<file path="config.mk">
export PLATFORM = sky130hd
export DESIGN_NAME = uecs_top
export DESIGN_NICKNAME = d
export VERILOG_FILES = /design/src/hdl/uecs_pkg.sv /design/src/hdl/uecs_top.sv
export SDC_FILE = /design/constraint.sdc
export NUM_CORES = 1
export LEC_CHECK = 0
export ABC_AREA = 0
export BUFFER_PORTS_ARGS = -buffer_cell sky130_fd_sc_hd__buf_2
export CELL_PAD_IN_SITES_DETAIL_PLACEMENT = 0
export CELL_PAD_IN_SITES_GLOBAL_PLACEMENT = 1
export CORE_MARGIN = 3
export CORE_UTILIZATION = 29
export CTS_BUF_LIST = sky130_fd_sc_hd__clkbuf_2
export DETAILED_ROUTE_END_ITERATION = 8
export PLACE_DENSITY_LB_ADDON = 0.2
export REMOVE_ABC_BUFFERS = 1
export SLEW_MARGIN = 5
export SYNTH_ARGS = -nofsm -noshare
export SYNTH_HDL_FRONTEND = slang
export SYNTH_SLANG_ARGS = --single-unit
</file>
<file path="constraint.sdc">
create_clock -name ref_clk -period 3.9 [get_ports ref_clk]
set_clock_uncertainty 0.2 [all_clocks]
set_input_delay 0.78 -clock ref_clk [delete_from_list [all_inputs] [get_ports ref_clk]]
set_output_delay 0.78 -clock ref_clk [all_outputs]
set_load 0.05 [all_outputs]
</file>
<file path="src/hdl/uecs_pkg.sv">
/*
 * Constants and carrier types for the endpoint control and sizing block.
 * Assumes a single 100 MHz system clock and AHB-Lite register access.
 */
`default_nettype none
package uecs_pkg;
    // Register byte addresses
    localparam logic [31:0] ADDR_MAXSIZE = 32'h8004_1004;
    localparam logic [31:0] ADDR_ECTRL = 32'h8004_1028;
    localparam logic [31:0] ADDR_EIX = 32'h8004_102C;
    // Endpoint control fields
    localparam int CTL_STALL = 0;
    localparam int CTL_STATUS = 1;
    localparam int CTL_DATA = 2;
    localparam int CTL_FLUSH = 4;
    localparam int CTL_FULL = 5;
    // Packet size fields
    localparam int SZ_LSB = 0;
    localparam int SZ_W = 11;
    localparam int NT_LSB = 11;
    localparam int NT_W = 2;
    // Index register width, fixed sizes of control endpoint 0
    localparam int EIX_W = 6;
    localparam logic [SZ_W-1:0] EP0_MAX_SIZE = 11'h040;
    localparam logic [SZ_W-1:0] SETUP_SIZE = 11'h008;
    localparam logic [EIX_W-1:0] EIX_MASTER_RST = 6'h20;
    localparam logic [1:0] HTRANS_NONSEQ = 2'h2;

    typedef struct packed {
        logic setup;
        logic [3:0] ep;
        logic dir;
    } uecs_sel_s;

    typedef enum logic [2:0] {
        PID_SETUP = 3'h1,
        PID_IN = 3'h2,
        PID_OUT = 3'h4
    } uecs_pid_e;

    typedef struct packed {
        logic valid;
        uecs_pid_e pid;
        logic [3:0] ep;
    } uecs_tok_s;

    typedef enum logic [1:0] {
        EV_TX_VALID = 2'h0,
        EV_TX_ACKED = 2'h1,
        EV_RX_ACKED = 2'h2,
        EV_RX_READ = 2'h3
    } uecs_evk_e;

    typedef struct packed {
        logic valid;
        uecs_evk_e kind;
        uecs_sel_s sel;
    } uecs_ev_s;

    typedef enum logic [2:0] {
        HS_ACK = 3'h0,
        HS_NAK = 3'h1,
        HS_STALL = 3'h2,
        HS_DATA = 3'h3,
        HS_ZLP = 3'h4
    } uecs_hs_e;

    typedef struct packed {
        logic valid;
        uecs_hs_e hs;
        logic [SZ_W-1:0] max_size;
        logic [NT_W-1:0] transactions_per_microframe;
    } uecs_resp_s;

    typedef struct packed {
        logic valid;
        uecs_sel_s sel;
        logic [SZ_W-1:0] val;
    } uecs_cnt_s;

    typedef struct packed {
        logic valid;
        uecs_sel_s sel;
    } uecs_clr_s;
endpackage
`default_nettype wire

</file>
<file path="src/hdl/uecs_top.sv">
/*
 * Per-endpoint stall, buffer-full and packet size logic, endpoint 0 control phase.
 * Assumes the protocol engine reports tokens and buffer events synchronous
 * to ref_clk, one of each per cycle, and an AHB-Lite master with one slave.
 */
`default_nettype none
module uecs_top #(
    parameter int NUM_EP = 8
) (
    input wire logic ref_clk,
    input wire logic reset_n,
    input wire logic usb_bus_reset,
    input wire logic hsel,
    input wire logic [31:0] haddr,
    input wire logic [1:0] htrans,
    input wire logic hwrite,
    input wire logic [2:0] hsize,
    input wire logic [31:0] hwdata,
    input wire logic hready,
    output logic hreadyout,
    output logic [31:0] hrdata,
    output logic hresp,
    input wire uecs_pkg::uecs_tok_s tok,
    input wire uecs_pkg::uecs_ev_s ev,
    input wire logic [2*NUM_EP:0] dbl_buf,
    output uecs_pkg::uecs_resp_s resp,
    output uecs_pkg::uecs_cnt_s cnt_load,
    output uecs_pkg::uecs_clr_s rx_clear
);
    import uecs_pkg::*;

    localparam int NSETS = 2 * NUM_EP + 1;
    localparam int SW = $clog2(NSETS);
    localparam logic [SW-1:0] SETUP_IDX = SW'(NSETS - 1);

    // Setup set is last; others are endpoint*2 + direction
    function automatic logic [SW-1:0] set_of(uecs_sel_s s);
        set_of = s.setup ? SETUP_IDX : SW'(2 * int'(s.ep) + int'(s.dir));
    endfunction

    function automatic logic [1:0] cap_of(logic dbl);
        cap_of = dbl ? 2'h2 : 2'h1;
    endfunction

    logic ph_valid_r, ph_valid_nxt;
    logic ph_write_r, ph_write_nxt;
    logic [31:0] ph_addr_r, ph_addr_nxt;
    uecs_sel_s idx_r, idx_nxt;
    logic [NSETS-1:0] stall_r, stall_nxt;
    logic [SZ_W-1:0] size_r [NSETS];
    logic [SZ_W-1:0] size_nxt [NSETS];
    logic [NT_W-1:0] nt_r [NSETS];
    logic [NT_W-1:0] nt_nxt [NSETS];
    logic stat_r, stat_nxt;
    logic data_r, data_nxt;
    logic [1:0] cnt_r [NSETS];
    logic [1:0] cnt_nxt [NSETS];
    uecs_resp_s resp_r, resp_nxt;
    uecs_cnt_s load_r, load_nxt;
    uecs_clr_s clr_r, clr_nxt;
    logic [SW-1:0] cur;
    logic cur_ep0;
    logic cur_full;
    logic wr_ctl, wr_sz, wr_eix;
    logic ev_ep0;
    logic [SW-1:0] ev_set;

    assign cur = set_of(idx_r);
    assign cur_ep0 = idx_r.setup || (idx_r.ep == 4'h0);
    assign wr_ctl = ph_valid_r && ph_write_r && (ph_addr_r == ADDR_ECTRL);
    assign wr_sz = ph_valid_r && ph_write_r && (ph_addr_r == ADDR_MAXSIZE);
    assign wr_eix = ph_valid_r && ph_write_r && (ph_addr_r == ADDR_EIX);
    assign ev_set = set_of(ev.sel);
    assign ev_ep0 = !ev.sel.setup && (ev.sel.ep == 4'h0);

    // IN sets need every buffer full, OUT sets any
    assign cur_full = (idx_r.dir && !idx_r.setup)
        ? (cnt_r[cur] == cap_of(dbl_buf[cur]))
        : (cnt_r[cur] != 2'h0);

    // Zero wait states, always OKAY
    assign hreadyout = 1'b1;
    assign hresp = 1'b0;
    assign resp = resp_r;
    assign cnt_load = load_r;
    assign rx_clear = clr_r;

    always_comb
    begin
        ph_valid_nxt = ph_valid_r;
        ph_write_nxt = ph_write_r;
        ph_addr_nxt = ph_addr_r;
        if (hready)
        begin
            ph_valid_nxt = hsel && (htrans == HTRANS_NONSEQ);
            ph_write_nxt = hwrite;
            ph_addr_nxt = haddr;
        end
    end

    always_comb
    begin
        hrdata = 32'h0000_0000;
        if (ph_valid_r && !ph_write_r)
        begin
            unique case (ph_addr_r)
                ADDR_ECTRL:
                begin
                    hrdata[CTL_STALL] = stall_r[cur];
                    hrdata[CTL_STATUS] = cur_ep0 && stat_r;
                    hrdata[CTL_DATA] = cur_ep0 && data_r;
                    hrdata[CTL_FULL] = cur_full;
                end
                ADDR_MAXSIZE:
                begin
                    hrdata[SZ_LSB +: SZ_W] = size_r[cur];
                    hrdata[NT_LSB +: NT_W] = nt_r[cur];
                end
                ADDR_EIX:
                    hrdata[EIX_W-1:0] = idx_r;
                default:
                    hrdata = 32'h0000_0000;
            endcase
        end
    end

    // Index, stall, size and control phase state
    always_comb
    begin
        idx_nxt = idx_r;
        stall_nxt = stall_r;
        size_nxt = size_r;
        nt_nxt = nt_r;
        stat_nxt = stat_r;
        data_nxt = data_r;
        if (wr_eix)
            idx_nxt = hwdata[EIX_W-1:0];
        if (wr_ctl)
        begin
            stall_nxt[cur] = hwdata[CTL_STALL];
            if (cur_ep0 && hwdata[CTL_STATUS])
                stat_nxt = 1'b1;
            if (cur_ep0 && hwdata[CTL_DATA])
                data_nxt = 1'b1;
        end
        if (wr_sz)
        begin
            size_nxt[cur] = hwdata[SZ_LSB +: SZ_W];
            nt_nxt[cur] = hwdata[NT_LSB +: NT_W];
        end
        // Status phase ends when its handshake completes
        if (stat_r && ev.valid && ev_ep0
            && ((ev.kind == EV_TX_ACKED && ev.sel.dir)
            || (ev.kind == EV_RX_ACKED && !ev.sel.dir)))
        begin
            stat_nxt = 1'b0;
            data_nxt = 1'b0;
        end
        // A new SETUP aborts any phase, even one written this cycle
        if (tok.valid && tok.pid == PID_SETUP && tok.ep == 4'h0)
        begin
            stat_nxt = 1'b0;
            data_nxt = 1'b0;
        end
        if (usb_bus_reset)
        begin
            idx_nxt = '0;
            stall_nxt = '0;
            size_nxt = '{default: '0};
            nt_nxt = '{default: '0};
            stat_nxt = 1'b0;
            data_nxt = 1'b0;
        end
    end

    // Buffer fill counts and buffer clear pulses
    always_comb
    begin
        cnt_nxt = cnt_r;
        clr_nxt = '0;
        if (ev.valid)
        begin
            unique case (ev.kind)
                EV_TX_VALID, EV_RX_ACKED:
                    if (cnt_r[ev_set] != cap_of(dbl_buf[ev_set]))
                        cnt_nxt[ev_set] = cnt_r[ev_set] + 2'h1;
                EV_TX_ACKED:
                    if (cnt_r[ev_set] != 2'h0)
                        cnt_nxt[ev_set] = cnt_r[ev_set] - 2'h1;
                EV_RX_READ:
                begin
                    if (cnt_r[ev_set] != 2'h0)
                        cnt_nxt[ev_set] = cnt_r[ev_set] - 2'h1;
                    clr_nxt.valid = 1'b1;
                    clr_nxt.sel = ev.sel;
                end
            endcase
        end
        // Forced flush empties every buffer of the set, OUT sets only
        if (wr_ctl && hwdata[CTL_FLUSH] && !idx_r.dir)
        begin
            cnt_nxt[cur] = 2'h0;
            clr_nxt.valid = 1'b1;
            clr_nxt.sel = idx_r;
        end
        if (usb_bus_reset)
        begin
            cnt_nxt = '{default: '0};
            clr_nxt = '0;
        end
    end

    // Token answers and byte count reload
    always_comb
    begin
        logic [SW-1:0] t;
        uecs_sel_s ts;
        t = '0;
        ts = '0;
        ts.setup = (tok.pid == PID_SETUP);
        ts.ep = ts.setup ? 4'h0 : tok.ep;
        ts.dir = (tok.pid == PID_IN);
        t = set_of(ts);
        resp_nxt = '0;
        resp_nxt.valid = tok.valid;
        resp_nxt.transactions_per_microframe = nt_r[t];
        resp_nxt.max_size = size_r[t];
        if (ts.ep == 4'h0)
        begin
            resp_nxt.max_size = ts.setup ? SETUP_SIZE : EP0_MAX_SIZE;
            resp_nxt.transactions_per_microframe = '0;
        end
        if (ts.setup)
            resp_nxt.hs = HS_ACK;
        else if (stall_r[t])
            resp_nxt.hs = HS_STALL;
        else if (ts.ep == 4'h0 && stat_r)
            resp_nxt.hs = ts.dir ? HS_ZLP : HS_ACK;
        else if (ts.ep == 4'h0 && !data_r)
            resp_nxt.hs = HS_NAK;
        else if (ts.dir)
            resp_nxt.hs = (cnt_r[t] != 2'h0) ? HS_DATA : HS_NAK;
        else
            resp_nxt.hs = (cnt_r[t] != cap_of(dbl_buf[t])) ? HS_ACK : HS_NAK;
        load_nxt = '0;
        if (wr_sz && !cur_ep0)
        begin
            load_nxt.valid = 1'b1;
            load_nxt.sel = idx_r;
            load_nxt.val = hwdata[SZ_LSB +: SZ_W];
        end
        if (usb_bus_reset)
        begin
            resp_nxt = '0;
            load_nxt = '0;
        end
    end

    always_ff @(posedge ref_clk or negedge reset_n)
    begin
        if (!reset_n)
        begin
            ph_valid_r <= 1'b0;
            ph_write_r <= 1'b0;
            ph_addr_r <= 32'h0000_0000;
            idx_r <= EIX_MASTER_RST;
            stall_r <= '0;
            size_r <= '{default: '0};
            nt_r <= '{default: '0};
            stat_r <= 1'b0;
            data_r <= 1'b0;
            cnt_r <= '{default: '0};
            resp_r <= '0;
            load_r <= '0;
            clr_r <= '0;
        end
        else
        begin
            ph_valid_r <= ph_valid_nxt;
            ph_write_r <= ph_write_nxt;
            ph_addr_r <= ph_addr_nxt;
            idx_r <= idx_nxt;
            stall_r <= stall_nxt;
            size_r <= size_nxt;
            nt_r <= nt_nxt;
            stat_r <= stat_nxt;
            data_r <= data_nxt;
            cnt_r <= cnt_nxt;
            resp_r <= resp_nxt;
            load_r <= load_nxt;
            clr_r <= clr_nxt;
        end
    end
endmodule
`default_nettype wire

</file>
==> results of run 1 <==
==> worst max-delay path, delay by kind of cell, from the launching register on <==
kind | cells | cell delay [ps]
flip-flops | 1 | 430
AO/OA/AOI/OAI | 2 | 500
buffers and inverters | 3 | 680
AND/OR/NAND/NOR | 4 | 820
==> area by class of cell <==
class	instances	area (µm²)	share of cell area
well taps	931	1160	0.0462
repair buffers	423	3620	0.143
flip-flops and latches	356	8910	0.353
multi-input cells	1584	10600	0.419
diodes	1	2.50	0.0000992
clock buffers	150	751	0.0297
clock inverters	41	180	0.00714
inverters	10	37.5	0.00149
==> layout by cell type (no fill, tap or decap), types with 7 or more instances in the layout <==
master	Yosys	final
o211ai_1	10	10
nor2b_1	8	7
nand3_1	248	248
nor3_2	5	8
o21ai_0	57	44
mux2_2	35	35
and2_1	21	21
nor2_1	126	116
o21ai_1	7	17
nor2_4	0	7
nor3_1	14	10
nand2b_1	12	11
nand4_1	10	10
nand2_1	329	329
dlygate4sd3_1	0	69
mux2i_1	88	88
a32oi_1	12	12
clkinv_1	1	31
buf_12	0	33
a22o_1	7	7
buf_4	25	168
o21a_1	7	7
o221a_1	9	9
buf_2	44	127
inv_1	8	8
mux4_2	68	68
a21oi_1	230	229
dfrtp_1	355	353
o311a_1	7	7
clkbuf_2	0	150
conb_1	2	22
buf_6	10	20
o22ai_1	104	103
==> path summary, 6_finish.rpt <==
path                                     from       endpoint  slack (ps)  depth (start not counted)
worst min register to register  ph_addr_r[31]  ph_addr_r[31]         310                          1
worst min-delay path                   tok[6]       resp[14]         170                          4
worst max-delay path                 idx_r[5]      hrdata[5]        -570                          9
max in group asynchronous             reset_n  ph_addr_r[24]        2170                          4
worst max register to register  ph_addr_r[21]    rx_clear[2]         410                         12
min in group asynchronous             reset_n    size_r[150]         560                          4
==> power breakdown <==
part           internal [mW]  switching (mW)  leakage [nW]  total (mW)
Clock                   1.06            1.80         0.711        2.86
Sequential              3.73          0.0286          4.89        3.76
Combinational          0.270           0.582          5.31       0.851
Total                   5.06            2.41          10.9        7.47
==> per-stage QoR <==
| step | setup slack [ps] | area, µm² | utilization | total power, mW | std cells |
|---|---|---|---|---|---|
| global route | -770 | 25200 | 0.367 | 7.85 | 3496 |
| finish | -570 | 25200 | 0.367 | 7.47 | 3496 |
| detailed placement | -40.2 | 22600 | 0.330 | 4.62 | 3186 |
| global placement | 25.2 | 22600 | 0.330 | 4.61 | 3186 |
| CTS | -774 | 25000 | 0.364 | 7.60 | 3477 |
| floorplan | -3080 | 19100 | - | 4.16 | 1950 |
==> cells by family after synthesis <==
logic type / Yosys count / share of synthesized area
buf+inv: 250 / 0.0576
mux: 191 / 0.139
other cells: 2 / 0.000372
simple gates: 831 / 0.191
compound gates: 539 / 0.170
flops: 356 / 0.442
fa+ha+maj: 1 / 0.000620
==> registers in the layout (all words and copies together) (netlist names) <==
signal,cells
size_r,187
cnt_r,34
nt_r,34
ph_addr_r,32
cnt_load,18
resp,17
stall_r,17
rx_clear,7
idx_r,6
data_r,1
ph_valid_r,1
ph_write_r,1
stat_r,1
==> synth_stat cells, drive strengths merged (19+ instances only) <==
master  instances  area [µm²]
buf            98         592
nor2          129         492
mux4           68        1530
o22ai         104         651
a21oi         230        1150
nand3         248        1240
dfrtp         355        8880
mux2i          88         881
o21ai          65         329
nor3           19         120
mux2           35         394
and2           23         144
clkbuf        142         533
nand2         329        1230
==> what timing repair did <==
item / CTS / global route
endpoints found under the hold margin: 660 / 0
resized for setup: 91 / 21
endpoints found under the setup margin: 13 / 14
hold buffers: 70 / 0
setup buffers: 26 / 17
pin swaps: 22 / 17
gates cloned: 4 / 1
==> metal layers <==
layer	global-route usage	wire [µm]
met4	0.0809	2460
met1	0.326	38400
met5	0	13
met3	0.0447	6560
met2	0.379	41300
==> flow_summary_export.csv, run 1 <==
group,metric,value,unit
route,drt-total-wl,88800,µm
worst_setup_path,critPathKind,"reg -> out",
logic_synthesis,syn_inst,2170,
timing,drv_slew,0,
floorplanning,start_util,0.294,
layout,drive_above_1_share,0.274,
route,drc,0,
route,drt-initial-drc-count,1999,
timing,fin_crit_sh,1.15,
logic_synthesis,synth_cell_types,85,
floorplanning,placementRows,96,
worst_setup_path,start_kind,"flip-flop",
pwr,p_leak,10.9,nW
global_route,grtUsageTotal,0.238,
global_route,antenna_found_initial,3,
global_route,grt_pass1_vias,19500,
clock_tree,clk_path_buf_depth,3,
timing,tightest_slew,971,ps
clock_tree,htree_levels,3,
global_route,grt_max_degree,122,
pwr,ir_drop,0.125,mV
timing,rsz0062_at_grt,"true",
timing,tns,-6700,ps
route,ant_nets,0,
timing,setup_violations,13,
worst_setup_path,slowest_delay,430,ps
floorplanning,die_width,270,µm
floorplanning,dieArea,72700,µm²
global_route,grt-ovfl-total,0,
logic_synthesis,yosys_warnings,0,
run_status,violations,"negative setup slack",
timing,fin_ws,-570,ps
logic_synthesis,ys.flop_type,"dfrtp_1",
clock_tree,cts.sinks,356,
worst_setup_path,arrival,3490,ps
route,firstDrtPassIters,6,
timing,fin_crit,4470,ps
clock_tree,clockRootBuffer,"clkbuf_2",
timing,hold_ws,166,ps
min_path,hold_path_class,"in -> reg",
route,wire_per_inst,25.4,µm
clock_tree,insertion_delay,1160,ps
pwr,power_per_cell_area,296,nW/µm²
layout,area_delta_synth_final,25.2,%
placement,place.gp.congestion,0.874,
layout,nNetsFinal,2588,
logic_synthesis,syn-cell-area,20200,µm²
route,vias,19400,
layout,nFillCells,7141,
logic_synthesis,yosysSeqAreaShare,0.442,
logic_synthesis,synth_edf_count,0,
logic_synthesis,synth_seq_cells,356,
worst_setup_path,path_cells,"buf_12, nor2_1, buf_4, nor2b_4, o2bb2ai_1, nor4_2, nand3_1, a41o_4, buf_12",
route,post_drt_via_cell_ratio,5.56,
placement,portBuffers,141,
worst_setup_path,critPathRequiredTime,2920,ps
worst_setup_path,slowest_stage,"dfstp_2",
clock_tree,clk_pin_slew,90,ps
floorplanning,die_y,270,µm
timing,fmax,0.224,GHz
run_status,status,"complete, but fails checks",
worst_setup_path,crit_top_cell,"buf_12",
placement,dp_hpwl,55700,µm
job,max_cap_violations,0,
logic_synthesis,synth-async-reset-ratio,1.00,
worst_setup_path,crit_fanout,15,
worst_setup_path,crit_path_end_kind,"output pin",
logic_synthesis,synth.avg_cell_area,9.29,µm²
floorplanning,io_pins,185,
clock_tree,tritoncts,"yes",
global_route,grt_first_pass_wirelength,131000,µm
timing,hold_violations,0,
clock_tree,cts_buffers,103,
floorplanning,core,68700,µm²
timing,relSlewSlack,0.350,
(Power assumes the default switching activity.)
==> run 2, diff against run 1 <==
--- a/config.mk
+++ b/config.mk
@@ -12,8 +12,10 @@
 export CORE_MARGIN = 3
 export CORE_UTILIZATION = 29
 export CTS_BUF_LIST = sky130_fd_sc_hd__clkbuf_2
+export CTS_CLUSTER_SIZE = 25
 export DETAILED_ROUTE_END_ITERATION = 8
 export PLACE_DENSITY_LB_ADDON = 0.2
+export RECOVER_POWER = 100
 export REMOVE_ABC_BUFFERS = 1
 export SLEW_MARGIN = 5
 export SYNTH_ARGS = -nofsm -noshare
==> run 2 against run 1 <==
The flow finishes with violations (max-capacitance violations, max-slew violations, negative setup slack); clock power about the same; worst hold slack gained 8.4 ps; critical path depth up 1; die area unchanged; clock-buffer cell count is 2 lower; global-route usage hardly changed; via count shrank 0.17%; largest cell class unchanged.
==> flow_summary_export.csv, run 2 (synthesis results as in run 1) <==
group,metric,value,unit
run_status,status,"complete, but fails checks",
run_status,violations,"max-capacitance violations, max-slew violations, negative setup slack",
global_route,grt_pass1_vias,19500,
floorplanning,start_util,0.294,
worst_setup_path,arrival,3520,ps
route,drt-met1-wl,38400,µm
placement,dp_hpwl,55700,µm
layout,final_common_cell,"dfrtp_1",
global_route,grt-ovfl-total,0,
timing,fin_crit_sh,1.15,
timing,relSlewSlack,-0.980,
layout,reg.largest.list,"size_r (187), cnt_r (34), nt_r (34)",
layout,largest_register_ffs,187,
route,drt-initial-drc-count,1864,
route,vias,19400,
layout,final_core_util,0.363,
layout,nNetsFinal,2589,
clock_tree,clk_pin_slew,90,ps
layout,drive_above_1_share,0.250,
global_route,antenna_found_initial,4,
worst_setup_path,critPathRequiredTime,2920,ps
placement,placed_cells,3186,
floorplanning,die_y,270,µm
route,ant_nets,0,
pwr,ir_drop,0.126,mV
floorplanning,io_pins,185,
worst_setup_path,critPathTopFamily,"simple AND/OR/NAND/NOR gates",
placement,place.gp.congestion,0.874,
global_route,grtUsageTotal,0.238,
worst_setup_path,crit_fanout,8,
timing,drv_slew,520,
clock_tree,tritoncts,"yes",
timing,fmax,0.222,GHz
job,max_cap_violations,7,
worst_setup_path,critPathBufInv,3,
clock_tree,cts.sinks,356,
route,highest_layer,"met5",
route,drc,0,
route,met3_length,6620,µm
pwr,power_per_cell_area,298,nW/µm²
worst_setup_path,start_kind,"flip-flop",
floorplanning,dieArea,72700,µm²
worst_setup_path,slowest_stage,"or3b_4",
layout,top_register,"size_r",
floorplanning,die_width,270,µm
global_route,grt_first_pass_wirelength,131000,µm
placement,portBuffers,141,
timing,rsz0062_at_grt,"true",
timing,tightest_slew,2970,ps
route,dr_wl_met2,41200,µm
timing,hold_violations,0,
route,drt-total-wl,88800,µm
global_route,grt_max_degree,122,
min_path,hold_path_class,"in -> reg",
layout,area_delta_synth_final,23.7,%
worst_setup_path,crit_path_end_kind,"output pin",
floorplanning,core,68700,µm²
clock_tree,cts_buffers,103,
layout,final-instance-count-excl-fill,3496,
worst_setup_path,slowest_delay,440,ps
route,post_drt_via_cell_ratio,5.55,
clock_tree,clockRootBuffer,"clkbuf_2",
worst_setup_path,crit_top_cell,"buf_12",
worst_setup_path,path_cells,"buf_12, or3b_4, buf_6, o221ai_1, a21oi_1, nand4_1, mux2i_1, nand3_1, a41o_4, buf_12",
timing,fin_crit,4500,ps
layout,layout_common_cells,"dfrtp_1, nand2_1, nand3_1",
timing,setup_violations,96,
timing,fin_ws,-603,ps
worst_setup_path,critPathKind,"reg -> out",
pwr,p_leak,10.6,nW
route,firstDrtPassIters,9,
route,wire_per_inst,25.4,µm
clock_tree,insertion_delay,1190,ps
floorplanning,placementRows,96,
clock_tree,htree_levels,3,
clock_tree,clk_path_buf_depth,3,
==> run 2: cell types whose count changed in the layout (fill, tap and decap cells not counted), moves of 6 or more <==
cell and change:
clkbuf_1 +57, buf_2 -44, buf_4 -26, clkbuf_2 +16
buf_12 -9, clkbuf_4 +6
==> run 2: metal layers <==
metal / vias up / global-route usage
met5: - / 0
met3: 158 / 0.0449
met4: 2 / 0.0801
met2: 876 / 0.379
li1: 8563 / -
met1: 9802 / 0.327
==> run 2: layout make-up <==
class / count / area, µm²
clock buffer: 148 / 741
clock inverter: 42 / 184
antenna: 1 / 2.50
tap: 931 / 1160
fill: 7208 / 43800
multi-input combinational: 1584 / 10600
sequential: 356 / 8910
timing repair buffer: 424 / 3350
inverter: 10 / 37.5
==> run 2: worst register-to-register path, stage by stage, from the launching register on <==
cell and delay (ps):
dfrtp_1 400, nor4b_2 300, nand4_1 220, clkbuf_1 170
clkbuf_1 130, nor3_2 150, buf_4 210, and4_1 200
clkbuf_1 440, nand3b_1 400, nand2_1 150, nand2_1 150
a21oi_1 190, dlygate4sd3_1 560
==> run 2: metrics by stage <==
stage | setup TNS, ps | worst slack [ps] | power [mW] | area (µm²) | hold slack, ps
after floorplan | -359630 | -3080 | 4.16 | 19100 | 272
after global placement | 0 | 25.2 | 4.61 | 22600 | 293
after detailed placement | -53.3 | -40.2 | 4.62 | 22600 | 291
after CTS | -8940 | -772 | 7.59 | 25000 | 6.20
after global routing | -44620 | -767 | 7.82 | 25000 | 117
final | -28470 | -603 | 7.43 | 25000 | 174
==> run 2: worst paths after layout <==
check | start | endpoint | slack [ps] | cells after the start
hold / removal | tok[6] | resp[14] | 170 | 4
min in group asynchronous | reset_n | size_r[98] | 1400 | 4
hold reg to reg | ph_addr_r[31] | ph_addr_r[31] | 310 | 1
max in group asynchronous | reset_n | size_r[27] | 580 | 4
setup reg to reg | ph_addr_r[21] | rx_clear[2] | 120 | 13
setup / recovery | idx_r[5] | hrdata[5] | -600 | 10
==> run 2: report_power, final <==
part	internal (mW)	leakage, nW	switching [mW]
registers	3.73	4.89	0.0286
clock network	1.04	0.704	1.80
logic	0.249	5.02	0.578
==> run 2: what timing repair did <==
item / CTS / global route
endpoints found under the hold margin: 660 / 0
buffers inserted: 26 / 18
pin swaps: 22 / 20
resized for setup: 91 / 28
hold buffers: 70 / 0
endpoints found under the setup margin: 13 / 14
cloned: 4 / 1
==> run 3, diff against run 2 <==
--- a/config.mk
+++ b/config.mk
@@ -5,7 +5,7 @@
 export SDC_FILE = /design/constraint.sdc
 export NUM_CORES = 1
 export LEC_CHECK = 0
-export ABC_AREA = 0
+export ABC_AREA = 1
 export BUFFER_PORTS_ARGS = -buffer_cell sky130_fd_sc_hd__buf_2
 export CELL_PAD_IN_SITES_DETAIL_PLACEMENT = 0
 export CELL_PAD_IN_SITES_GLOBAL_PLACEMENT = 1
==> run 3 against run 2 <==
The flow still finishes with violations (max-capacitance violations, max-slew violations, negative setup slack); final cell count grew 21%; non-clock buffer count shrank 2; clock power grew 2%; flip-flop and latch count is the same.
==> flow_summary_export.csv, run 3 <==
group,metric,value,unit
clock_tree,tritoncts,"yes",
job,max_cap_violations,3,
logic_synthesis,synth_top_cell_by_area,"dfrtp_1",
pwr,power_per_cell_area,340,nW/µm²
clock_tree,clk_pin_slew,100,ps
pwr,ir_drop,0.167,mV
route,vias,23000,
worst_setup_path,critPathRequiredTime,2920,ps
global_route,antenna_found_initial,4,
global_route,grt_pass1_vias,22400,
timing,tns,-5590,ps
logic_synthesis,synth_top_area_frac,0.427,
route,ant_nets,0,
timing,rsz0062_at_grt,"true",
min_path,hold_path_class,"in -> reg",
run_status,violations,"max-capacitance violations, max-slew violations, negative setup slack",
placement,placed_cells,3899,
clock_tree,cts.sinks,356,
timing,tightest_slew,2470,ps
global_route,grt_first_pass_wirelength,146000,µm
layout,final_core_util,0.369,
timing,hold_violations,0,
floorplanning,die_y,274,µm
run_status,status,"complete, but fails checks",
route,firstDrtPassIters,8,
route,wire_per_inst,23.6,µm
layout,final_common_cell,"nand2_1",
clock_tree,clk_path_buf_depth,3,
logic_synthesis,synthTopCellsByArea,"dfrtp_1, nand2_1, o22ai_1",
logic_synthesis,synth-async-reset-ratio,1.00,
logic_synthesis,ys.flop_type,"dfrtp_1",
worst_setup_path,crit_path_end_kind,"output pin",
timing,fin_crit,4530,ps
layout,top_register,"size_r",
route,drc,0,
timing,fmax,0.221,GHz
timing,hold_ws,110,ps
floorplanning,placementRows,97,
timing,fin_ws,-627,ps
logic_synthesis,synth_cell_types,43,
timing,fin_crit_sh,1.16,
placement,place.gp.congestion,0.895,
global_route,grtUsageTotal,0.259,
layout,final-instance-count-excl-fill,4220,
logic_synthesis,synth_seq_cells,356,
logic_synthesis,synth.most_common_cell,"nand2_1",
floorplanning,die_width,274,µm
worst_setup_path,crit_fanout,6,
logic_synthesis,syn-cell-area,20800,µm²
placement,portBuffers,141,
clock_tree,cts_buffers,104,
worst_setup_path,critPathKind,"reg -> out",
logic_synthesis,yosysSeqAreaShare,0.428,
layout,largest_register_ffs,187,
clock_tree,insertion_delay,1180,ps
route,drt-initial-drc-count,2101,
global_route,grt_max_degree,85,
logic_synthesis,syn_inst,2857,
worst_setup_path,arrival,3550,ps
layout,drive_above_1_share,0.167,
logic_synthesis,synth_edf_count,0,
timing,relSlewSlack,-0.646,
clock_tree,htree_levels,3,
placement,dp_hpwl,67200,µm
logic_synthesis,yosys_warnings,0,
layout,area_delta_synth_final,25.1,%
layout,postLayoutCellArea,26100,µm²
floorplanning,dieArea,75100,µm²
route,post_drt_via_cell_ratio,5.46,
floorplanning,start_util,0.295,
logic_synthesis,synth_common_cells,"nand2_1, inv_1, dfrtp_1, o21ai_0, o22ai_1",
layout,layout_common_cells,"nand2_1, inv_1, dfrtp_1",
layout,nNetsFinal,3303,
floorplanning,io_pins,185,
clock_tree,clockRootBuffer,"clkbuf_2",
route,drt-total-wl,99500,µm
floorplanning,core,70600,µm²
worst_setup_path,start_kind,"flip-flop",
placement,placed_area,23300,µm²
pwr,p_leak,11.4,nW
layout,reg.largest.list,"size_r (187), cnt_r (34), nt_r (34)",
global_route,grt-ovfl-total,0,
timing,drv_slew,155,
logic_synthesis,synth.avg_cell_area,7.29,µm²
timing,setup_violations,14,
run 3: changes by cell type after synthesis, sizes merged, moves of 76 or more:
cell | before | now
inv | 9 | 372
mux2i | 88 | 0
nand2 | 329 | 546
o21ai | 65 | 344
o22ai | 104 | 280
a21oi | 230 | 154
run 3: metrics by stage:
step | setup slack (ps) | power [mW]
finish | -627 | 8.85
global route | -782 | 9.33
CTS | -680 | 8.89
detailed placement | 26.3 | 5.71
global placement | 63.6 | 5.70
floorplan | -4120 | 4.82
run 3: final timing paths:
path                       depth (start not counted)          from           to  slack, ps
setup reg to reg                                   9  ph_addr_r[1]  size_r[106]        290
max in group asynchronous                          4       reset_n     nt_r[11]        120
setup / recovery                                  11      idx_r[5]    hrdata[5]       -630
min in group asynchronous                          3       reset_n      resp[7]       1270
hold reg to reg                                    2   stall_r[10]  stall_r[10]        320
hold / removal                                     7   dbl_buf[16]     resp[13]        110
run 3: report_power, final:
group          internal (mW)  switching (mW)  leakage, nW
Sequential              3.77          0.0632         4.86
Combinational          0.689            1.43         5.87
Clock                   1.05            1.86        0.698
run 3: metal layers:
metal,vias to the layer above,wire [µm],track usage,part of all wire
met1,11200,42600,0.344,0.43
met5,-,0,0,0
met4,0,3400,0.0951,0.034
met2,1063,45700,0.414,0.46
met3,245,7760,0.0551,0.078
li1,10500,-,-,-
run 3: worst max-delay path, stage by stage, from the launching register on:
cell and delay [ps]:
dfstp_2 620, inv_4 80, nand2_8 90, nor2_4 80, buf_12 160, buf_16 160
a22oi_1 230, o221ai_1 200, nand2_1 150, nand4_1 220, a21oi_4 240, buf_6 180
run 3: cell type report:
type / count / area [µm²]
inverter: 380 / 1480
clock inverter: 40 / 205
sequential: 356 / 8910
clock buffer: 145 / 726
timing repair inverter: 2 / 22.5
tap: 940 / 1180
multi-input combinational: 1927 / 10100
timing repair buffer: 422 / 3430
fill: 7616 / 44600
antenna: 8 / 20.0
run 3: repair_timing:
item	4_1_cts	5_1_grt
pin swaps	22	27
gates resized for setup	151	74
setup endpoints to repair	13	13
setup buffers	20	13
hold endpoints to repair	541	0
cloned	6	2
hold buffers	87	0
run 3: kinds of logic (layout without fill, tap and decap cells):
group,count (synthesis),count (layout),synth area share
fa+ha+maj,1,1,0.000601
simple gates,964,964,0.193
buf+inv,594,989,0.113
compound gates,934,934,0.262
other cells,2,30,0.000361
mux,6,6,0.00324
flops,356,356,0.428
